$ cat src/ldosc_params.svh
`ifndef LDOSC_PARAMS_SVH
`define LDOSC_PARAMS_SVH

// register addresses on the internal register port
`define LDOSC_ADDR_AOP 8'h3d
`define LDOSC_ADDR_MEMP 8'h3e
`define LDOSC_ADDR_DEVS 8'h41
`define LDOSC_ADDR_M1V8 8'h43
`define LDOSC_ADDR_AON 8'h45
`define LDOSC_ADDR_PANEL 8'h46
`define LDOSC_ADDR_WIRELESS 8'h4c

// reset values
`define LDOSC_RST_AOP 6'h07
`define LDOSC_RST_MEMP 6'h3c
`define LDOSC_RST_DEVS 6'h07
`define LDOSC_RST_M1V8 6'h3c
`define LDOSC_RST_AON 6'h07
`define LDOSC_RST_PANEL 6'h24
`define LDOSC_RST_WIRELESS 6'h24

// field layout
`define LDOSC_STATE_LSB 0
`define LDOSC_STATE_MSB 2
`define LDOSC_EXIT_LSB 3
`define LDOSC_EXIT_MSB 5
`define LDOSC_CODE_VALID_BIT 2
`define LDOSC_NUM_RAILS 7

`endif

$ cat src/ldosc_pkg.sv
`default_nettype none
package ldosc_pkg;

  // regulator operating mode decoded from a state field
  typedef enum logic [1:0] {
    LDOSC_MODE_OFF = 2'h0,
    LDOSC_MODE_LOWPWR = 2'h1,
    LDOSC_MODE_ACTIVE = 2'h3,
    LDOSC_MODE_RSVD = 2'h2
  } ldosc_mode_e;

  // register write/read port
  typedef struct packed {
    logic wr;
    logic rd;
    logic [7:0] addr;
    logic [7:0] wdata;
  } ldosc_req_s;

  // live and queued fields of one rail
  typedef struct packed {
    logic [2:0] exit_state;
    logic [2:0] state;
  } ldosc_ctrl_s;

endpackage
`default_nettype wire

$ cat src/ldosc_bank.sv
// Notes on behaviour
// code 4 off, code 5 low power
// codes 6 and 7 both mean active
// host never writes state codes 0 to 3
// exit pin loads state from exit field
// exit codes 0 to 3 leave state alone
// host programs exit fields before relying on them
// 1.8 V rail at 0x43, reset 0x3c
// panel rail at 0x46, reset 0x24
// device-supply rail at 0x41, reset 0x07
// wireless rail at 0x4c, reset 0x24
// always-on-processor rail at 0x3d, reset 0x07
// memory-processor rail at 0x3e, reset 0x3c
// always-on rail at 0x45, reset 0x07
// each register controls only its rail
// bits 7:6 read zero, writes ignored
// one copy per exit rising edge; write wins
`timescale 1ns/1ps
`default_nettype none
`include "ldosc_params.svh"

module ldosc_bank (
  input wire logic mclk_i,
  input wire logic reset_i,
  input wire ldosc_pkg::ldosc_req_s req_i,
  input wire logic standby_exit_pin_i,
  output logic [7:0] rdata_o,
  output logic hit_o,
  output logic [13:0] rail_mode_o,
  output logic [6:0] rail_on_o
);

  // rail order: 0 1.8 V, 1 panel, 2 device supply, 3 wireless,
  // 4 always-on processor, 5 memory processor, 6 always-on
  localparam logic [7:0] ADDR [0:6] = '{`LDOSC_ADDR_M1V8, `LDOSC_ADDR_PANEL,
    `LDOSC_ADDR_DEVS, `LDOSC_ADDR_WIRELESS, `LDOSC_ADDR_AOP,
    `LDOSC_ADDR_MEMP, `LDOSC_ADDR_AON};
  localparam logic [5:0] RST [0:6] = '{`LDOSC_RST_M1V8, `LDOSC_RST_PANEL,
    `LDOSC_RST_DEVS, `LDOSC_RST_WIRELESS, `LDOSC_RST_AOP,
    `LDOSC_RST_MEMP, `LDOSC_RST_AON};

  logic exit_meta;
  logic exit_sync;
  logic exit_prev;
  wire exit_rise;
  ldosc_pkg::ldosc_ctrl_s ctrl [0:6];
  logic [6:0] sel;
  logic [7:0] next_rdata;

  // two-flop synchroniser and edge detect on the exit pin
  always_ff @(posedge mclk_i) begin
    if (reset_i) begin
      exit_meta <= 1'b0;
      exit_sync <= 1'b0;
      exit_prev <= 1'b0;
    end else begin
      exit_meta <= standby_exit_pin_i;
      exit_sync <= exit_meta;
      exit_prev <= exit_sync;
    end
  end

  assign exit_rise = exit_sync & ~exit_prev;

  genvar g;
  generate
    for (g = 0; g < `LDOSC_NUM_RAILS; g++) begin : g_rail
      wire wr_hit;
      wire exit_copy;
      ldosc_pkg::ldosc_mode_e mode;

      assign sel[g] = (req_i.addr == ADDR[g]);
      assign wr_hit = req_i.wr & sel[g];
      // copy only when the queued code has its top bit set
      assign exit_copy = exit_rise & ctrl[g].exit_state[`LDOSC_CODE_VALID_BIT];

      // host write wins over the standby-exit copy
      always_ff @(posedge mclk_i) begin
        if (reset_i) begin
          ctrl[g] <= RST[g];
        end else if (wr_hit) begin
          ctrl[g].state <= req_i.wdata[`LDOSC_STATE_MSB:`LDOSC_STATE_LSB];
          ctrl[g].exit_state <= req_i.wdata[`LDOSC_EXIT_MSB:`LDOSC_EXIT_LSB];
        end else if (exit_copy) begin
          ctrl[g].state <= ctrl[g].exit_state;
        end
      end

      // decode live field into an operating mode
      always_comb begin
        case (ctrl[g].state)
          3'h4: mode = ldosc_pkg::LDOSC_MODE_OFF;
          3'h5: mode = ldosc_pkg::LDOSC_MODE_LOWPWR;
          3'h6, 3'h7: mode = ldosc_pkg::LDOSC_MODE_ACTIVE;
          default: mode = ldosc_pkg::LDOSC_MODE_RSVD; // reserved codes, undefined
        endcase
      end

      assign rail_mode_o[2*g+1:2*g] = mode;
      assign rail_on_o[g] = mode[0]; // low power or active
    end
  endgenerate

  // read mux, upper bits zero
  always_comb begin
    next_rdata = 8'h00;
    for (int i = 0; i < `LDOSC_NUM_RAILS; i++) begin
      if (sel[i]) begin
        next_rdata = {2'h0, ctrl[i]};
      end
    end
  end

  assign hit_o = |sel;

  // registered read data
  always_ff @(posedge mclk_i) begin
    if (reset_i) begin
      rdata_o <= 8'h00;
    end else if (req_i.rd) begin
      rdata_o <= next_rdata;
    end
  end

endmodule

`default_nettype wire

$ cat config.mk
export PLATFORM = sky130hd
export DESIGN_NAME = ldosc_bank
export DESIGN_NICKNAME = d
export VERILOG_FILES = /design/src/ldosc_pkg.sv /design/src/ldosc_bank.sv
export VERILOG_INCLUDE_DIRS = /design/src
export SDC_FILE = /design/constraint.sdc
export NUM_CORES = 1
export LEC_CHECK = 0
export ABC_AREA = 1
export BUFFER_PORTS_ARGS = -buffer_cell sky130_fd_sc_hd__buf_2
export CAP_MARGIN = 20
export CORE_UTILIZATION = 55
export DETAILED_ROUTE_END_ITERATION = 10
export GPL_TIMING_DRIVEN = 0
export PLACE_DENSITY = 0.79
export SLEW_MARGIN = 10
export SYNTH_ARGS = -nofsm -noshare
export SYNTH_HDL_FRONTEND = slang
export SYNTH_SLANG_ARGS = --single-unit
$ cat constraint.sdc
create_clock -name mclk_i -period 1.8 [get_ports mclk_i]
set_clock_uncertainty 0.05 [all_clocks]
set_input_delay 0.36 -clock mclk_i [delete_from_list [all_inputs] [get_ports mclk_i]]
set_output_delay 0.36 -clock mclk_i [all_outputs]
set_load 0.03 [all_outputs]
[Word level (Yosys, flattened, before mapping)]
Memory sizes are Yosys's and may differ from the RTL's.
Cells that the tools add are included.
Operators by class
  eq/ne operators: 35
  mux-type cells: 86
  bitwise logic cells: 37
  reduce and logical (&&, ||, !) cells: 8
Operators by type and width (count)
  == test 3 bit (second input constant): 28
  two-way mux 3 bit: 21
  two-way mux 1 bit: 51
  two-way mux 8 bit: 6
  one-hot mux 2 bit (3 select lines): 7
  == test 8 x 7 -> 1 bit (second input constant): 5
  OR 1 bit: 21
  == test 8 x 6 -> 1 bit (second input constant): 2
  AND 1 bit: 15
  OR reduction 2 bit: 7
  OR reduction 7 bit: 1
  two-way mux 6 bit: 1
  NOT 1 bit: 1
Storage, ports and cells
  register bits after elaboration: 11
  RAM bits: 42
  input bits: 21
  output and inout port bits: 30
  word-level logic and storage cells: 171
  memories: 1
Memories
  ctrl: words 7, width 6, read ports 7, clocked after Yosys merged registers in 0, write ports 7, RTL line ldosc_bank.sv:46  | ldosc_pkg::ldosc_ctrl_s ctrl [0:6];

[Longest topological paths before layout]
Gate-level depths: netlist of the first run.
  depth in word-level cells: 8
  depth in mapped cells: 11
  gate-level depth less buffers: 11

[Worst setup path before layout of the first run]
Ideal clock, no wire load.
  path kind: input -> output
  start: input req_i[12] (netlist name)
  end: output hit_o
  arrival: 1.344 ns
  data required time: 1.390 ns
  path slack: 0.046 ns
  stages on the path: 7
  cell sequence: inv_1 -> nand2_1 -> nor2_4 -> and2_1 -> buf_4 -> nor4_1 -> nand4_1
Between the ends
  cells in the longest elaborated chain, start to end: 2
  elaborated cells between the ends (all ways): 8
  classes of those cells: 7 x eq/ne; 1 x reduce/logical
Ends and longest elaborated chain
  start: declaration: RTL line ldosc_bank.sv:25  | input wire ldosc_pkg::ldosc_req_s req_i,
  == test 8 x 7 -> 1 bit / == test 8 x 6 -> 1 bit (equally long branches): RTL line ldosc_bank.sv:72  | assign sel[g] = (req_i.addr == ADDR[g]);
  OR reduction 7 bit *: RTL line ldosc_bank.sv:114  | assign hit_o = |sel;
  end: declaration: RTL line ldosc_bank.sv:28  | output logic hit_o,
Mark *: on every way between the ends. The rest lies on a longest branch, timed or not.

[Worst setup path in the final report of the first run]
  start: input req_i[14] (netlist name)
  end: output hit_o
Same word-level chain as after synthesis.

==> results.cfg, run 1 <==
[status]
outcome = completed

[setup_path]
critPathMaxFanout = 8
critical_path.top_delay_family = simple AND/OR/NAND/NOR gates
cp_slowest_cell = nor4_4
start_kind = input pin
crit_path_cell_trace = buf_2, nand2_2, nor2_4, nand2_2, inv_2, nor4_4, nand4_1, buf_6
cp_data_arrival_time_ns = 1.32
cpMostUsedCell = nand2_2
critPathMaxStageDelay_ns = 0.27
worstSetupPathType = in -> out
r2r-start = exit_sync$_SDFF_PP0_
critPathBufInv = 3
end_kind = output port
critPathLaunch = req_i[14]
critPathRequiredTime_ns = 1.39

[grt]
met3_usage_pct = 5.11
grt_max_degree = 16
grt_pass1_vias = 2216
track_usage_pct = 26.0
use_met2_pct = 44.2
top_usage_layer = met2
use_met1_pct = 31.4
overflow = 0
antenna_found_initial = 0
grt_pass1_wl_mm = 9.93

[clock_network]
hold_buffers = 0
cts_tree = built
cts_buffers = 5
clkLatencyLatePin_ns = 0.31
clockBufferDepth = 2
clk_pin_slew_ns = 0.08
cts-root-buf = clkbuf_8
cts_sinks = 51
h-tree-depth = 2

[pwr]
power.total_uw = 2240
power_density_nw_per_um2 = 675
vdd_drop_max_mv = 0.454
power.leakage_uw = 0.00154

[finish]
finalNonFillerCells = 471
fin_nets = 424
area_growth_pct = 20.7
drive_gt1_share_pct = 27.2
antennaDiodeCount = 0
postLayoutCoreUtil_pct = 69.5

[placement]
hpwl_mm = 4.77
io_buffers = 45
dpl.cell_count = 457
gp_routability_congestion = 0.922

[drt]
num_vias = 2390
first_pass_iters = 5
drc = 0
drt-total-wl_mm = 6.47
antenna_left = 0
first_iter_violations = 185
via_per_inst = 5.07
wl_per_cell_um = 13.7

[floorplan]
die_x_um = 72.8
coreArea_um2 = 4790
start_util_pct = 57.6
num_io_pins = 51
rows = 25
die-area_um2 = 5300
fp.dieH_um = 72.8

[yosys]
avgSynthCellArea_um2 = 8.01
yosysSeqAreaShare_pct = 52.3
netlist_area_um2 = 2760
ys_types = 28
synth_warnings = 0
syn_inst = 344
synth-seq-cells = 51

[worst_hold_path]
hp-class = in -> reg
min-delay-start = standby_exit_pin_i

[flow_run]
maxCapViolCount = 0

[timing]
clock.fmax_mhz = 578
slew_violations = 0
setup_viol = 0
holdWs_ns = 0.203
period_share_pct = 96.2
finalHoldViolations = 0
final.min_clock_period_ns = 1.73
rsz0062_at_grt = yes
==> report_power, final <==
| group | total [uW] | switching [uW] | internal, uW |
|---|---|---|---|
| combinational | 266 | 181 | 85.2 |
| sequential | 1330 | 18.6 | 1310 |
| clock | 646 | 373 | 272 |
==> flip-flops by register name (all words and copies together), names as in the netlist <==
signal	count
ctrl	42
rdata_o	6
exit_meta	1
exit_prev	1
exit_sync	1
==> cell usage in the layout (no fill, tap or decap), types with 2 or more instances in the layout <==
master     n
a21oi_1    9
a22oi_1    4
buf_2     39
buf_4     17
buf_6      9
clkbuf_1   2
clkbuf_8   5
conb_1     2
dfxtp_1    9
edfxtp_1  42
inv_1     50
inv_2     14
nand2_1   71
nand2_2    9
nand2_4    3
nand3_1   16
nand4_1    4
nor2_1    53
nor2_2     3
nor2_4     3
nor3_1     2
nor3b_2    3
o21a_1     3
o21ai_0   11
o21ai_1   11
or2_1      3
==> worst reg2reg max path: cells and delay by family, from the launching register on <==
kind	cells	cell delay, ns
buffers and inverters	3	0.29
AND/OR/NAND/NOR	3	0.65
flip-flops	1	0.31
==> through the flow <==
step                      worst slack [ns]  cell area [um^2]  setup TNS (ns)
after CTS                          0.00651              3190               0
after floorplan                     0.0465              2760               0
final                               0.0684              3320               0
after global routing               -0.0325              3320         -0.0325
after detailed placement            -0.214              3070           -2.84
after global placement              -0.231              3070           -1.58
==> path summary, 6_finish.rpt <==
| path | endpoint | slack, ns | depth (start not counted) |
|---|---|---|---|
| worst max-delay path | hit_o | 0.07 | 8 |
| worst min-delay path | exit_meta$_SDFF_PP0_ | 0.20 | 3 |
| worst max register to register | ctrl[6][0]$_DFFE_PP_ | 0.20 | 6 |
| worst min register to register | exit_sync$_SDFF_PP0_ | 0.36 | 2 |
==> final cells by class <==
class / count / area, um^2
fill: 420 / 1460
sequential: 51 / 1440
multi-input combinational: 215 / 1050
timing repair buffer: 52 / 328
inverter: 64 / 240
buffer: 14 / 100
tap: 67 / 83.8
clock buffer: 6 / 72.6
clock inverter: 2 / 12.5
==> layer usage <==
metal	share of wire [%]	vias to the layer above
li1	-	1193
met1	42	1077
met4	2.8	0
met5	0	-
met2	50	106
met3	5.8	14
==> cell families after synthesis <==
kind of cell           after synthesis  synth area share, %
AO/OA/AOI/OAI                       38                 7.54
flip-flops                          51                 52.3
buffers and inverters               79                 12.4
other                                1                0.136
AND/OR/NAND/NOR                    175                 27.6
==> cells in the mapped netlist <==
library cell | number | area share [%]
and2_1 | 1 | 0.23
edfxtp_1 | 42 | 46
nor2_2 | 3 | 0.68
nor3_1 | 2 | 0.36
nor3b_1 | 1 | 0.27
buf_2 | 3 | 0.54
nor2_1 | 55 | 7.5
inv_1 | 54 | 7.4
nand3_1 | 16 | 2.9
nand4_1 | 4 | 0.91
a22oi_1 | 4 | 1.1
nor2_4 | 1 | 0.41
dfxtp_1 | 9 | 6.5
nor4_1 | 1 | 0.23
inv_2 | 10 | 1.4
o21ai_1 | 10 | 1.8
o21a_1 | 3 | 0.82
conb_1 | 1 | 0.14
o21ai_0 | 12 | 2.2
clkbuf_1 | 1 | 0.14
nor3b_2 | 3 | 1.4
a21oi_1 | 9 | 1.6
or2_1 | 3 | 0.68
buf_4 | 11 | 3.0
nand3b_1 | 1 | 0.27
nand2_2 | 3 | 0.68
nand2_1 | 80 | 11
or2_2 | 1 | 0.23
==> what timing repair did <==
| action | CTS | global route |
|---|---|---|
| gates resized for setup | 10 | 30 |
| endpoints found under the hold margin | 0 | 0 |
| endpoints found under the setup margin | 1 | 4 |
| pin swaps | 2 | 9 |
| buffers inserted | 2 | 5 |
Note: power is estimated with default switching activity, not from simulation.
==> run 2, diff against run 1 <==
--- a/config.mk
+++ b/config.mk
@@ -9,10 +9,12 @@
 export ABC_AREA = 1
 export BUFFER_PORTS_ARGS = -buffer_cell sky130_fd_sc_hd__buf_2
 export CAP_MARGIN = 20
-export CORE_UTILIZATION = 55
+export CELL_PAD_IN_SITES_DETAIL_PLACEMENT = 1
+export CELL_PAD_IN_SITES_GLOBAL_PLACEMENT = 1
+export CORE_UTILIZATION = 41
 export DETAILED_ROUTE_END_ITERATION = 10
 export GPL_TIMING_DRIVEN = 0
-export PLACE_DENSITY = 0.79
+export PLACE_DENSITY_LB_ADDON = 0.1
 export SLEW_MARGIN = 10
 export SYNTH_ARGS = -nofsm -noshare
 export SYNTH_HDL_FRONTEND = slang
==> results.cfg, run 2 (synthesis results as in run 1) <==
[clock_network]
clockBufferDepth = 2
cts_tree = built
clkLatencyLatePin_ns = 0.31
h-tree-depth = 2
cts_buffers = 5
cts_sinks = 51
clk_pin_slew_ns = 0.09
hold_buffers = 0
cts-root-buf = clkbuf_8

[grt]
grt_max_degree = 16
grt_pass1_vias = 2372
antenna_found_initial = 0
track_usage_pct = 21.7
overflow = 0
grt_pass1_wl_mm = 11.6

[drt]
via_per_inst = 4.88
num_vias = 2359
wl_per_cell_um = 15.0
antenna_left = 0
drc = 10
first_pass_iters = 7
drt-total-wl_mm = 7.27
first_iter_violations = 128

[finish]
finalNonFillerCells = 483
final_common_cell = nand2_1
antennaDiodeCount = 0
postLayoutCoreUtil_pct = 52.5
layout_common_cells = nand2_1 (72), nor2_1 (53), inv_1 (49)
n_fill_cell = 807
largest_reg_flops = 42
drive_gt1_share_pct = 28.1
register_area_um2 = 1440
area_growth_pct = 22.4
multi_input_area_um2 = 1060
largestRegisters = ctrl: 42 flops, rdata_o: 6 flops
fin_nets = 426
top_register = ctrl
post-route-cell-area_um2 = 3370

[status]
outcome = finished, violations left
violations = design-rule violations

[setup_path]
crit_path_cell_trace = buf_4, nand2_4, nor2_4, nand2_4, inv_4, nor4_4, nand4_1, buf_6
cp_data_arrival_time_ns = 1.36
cpMostUsedCell = nand2_4
critPathMaxStageDelay_ns = 0.29
critPathMaxFanout = 4
end_kind = output port
critPathBufInv = 3
critPathRequiredTime_ns = 1.39
cp_slowest_cell = nor4_4
worstSetupPathType = in -> out
critical_path.top_delay_family = simple AND/OR/NAND/NOR gates
start_kind = input pin

[floorplan]
die_x_um = 84.0
coreArea_um2 = 6420
die-area_um2 = 7050
start_util_pct = 42.9
rows = 29
fp.dieH_um = 84.0
num_io_pins = 51

[pwr]
power_density_nw_per_um2 = 675
vdd_drop_max_mv = 0.305
power.leakage_uw = 0.00157

[timing]
clock.fmax_mhz = 565
finalSetupTns_ns = 0
final.min_clock_period_ns = 1.77
rsz0062_at_grt = yes
finalHoldViolations = 0
worst_slack_ns = 0.0304
slew_violations = 0
setup_viol = 0
period_share_pct = 98.3

[placement]
dpl.cell_count = 467
gp_routability_congestion = 0.780
place_ws_ns = -0.369
io_buffers = 45
hpwl_mm = 5.51
post_dp_cell_area_um2 = 3080

[flow_run]
maxCapViolCount = 0

[worst_hold_path]
hp-class = in -> reg
-- run 2: final cells by class --
type / count / area share (%)
multi-input cells: 215 / 31.5
clock inverters: 2 / 0.371
clock buffers: 6 / 2.15
flip-flops and latches: 51 / 42.7
inverters: 64 / 7.27
well taps: 77 / 2.86
plain buffers: 13 / 2.63
repair buffers: 55 / 10.5
-- run 2: routing by layer --
layer | track usage [%] | part of all wire (%) | vias to the layer above
met2 | 37.3 | 49 | 48
met1 | 28.0 | 45 | 1108
met3 | 3.26 | 3.4 | 11
met4 | 7.37 | 1.9 | 0
met5 | 0 | 0 | -
li1 | - | - | 1192
-- run 2: path summary, 6_finish.rpt --
path	from	endpoint	slack, ns	depth (start not counted)
worst max-delay path	req_i[8]	hit_o	0.03	8
worst min-delay path	standby_exit_pin_i	exit_meta$_SDFF_PP0_	0.20	3
worst max register to register	exit_sync$_SDFF_PP0_	ctrl[2][2]$_DFFE_PP_	0.18	5
worst min register to register	exit_meta$_SDFF_PP0_	exit_sync$_SDFF_PP0_	0.36	2
-- run 2: where the power goes --
part           internal [uW]  switching [uW]
sequential              1310            19.7
clock                    273             394
combinational           89.7             188
total                   1680             601
-- run 2: timing repair --
| action | in CTS | in global routing |
|---|---|---|
| pin swaps | 9 | 3 |
| endpoints found under the setup margin | 1 | 9 |
| setup buffers | 7 | 3 |
| gates resized for setup | 32 | 9 |
-- run 2: metrics by stage --
| step | power [uW] | hold slack [ns] |
|---|---|---|
| after floorplan | 1510 | 0.338 |
| after detailed placement | 1610 | 0.353 |
| after CTS | 2270 | 0.204 |
| after global placement | 1600 | 0.343 |
| final | 2280 | 0.203 |
| after global routing | 2360 | 0.199 |
-- run 2: worst min-delay path, cell delays in order --
cell	delay, ns
buf_2	0.08
inv_1	0.03
nor2_1	0.06
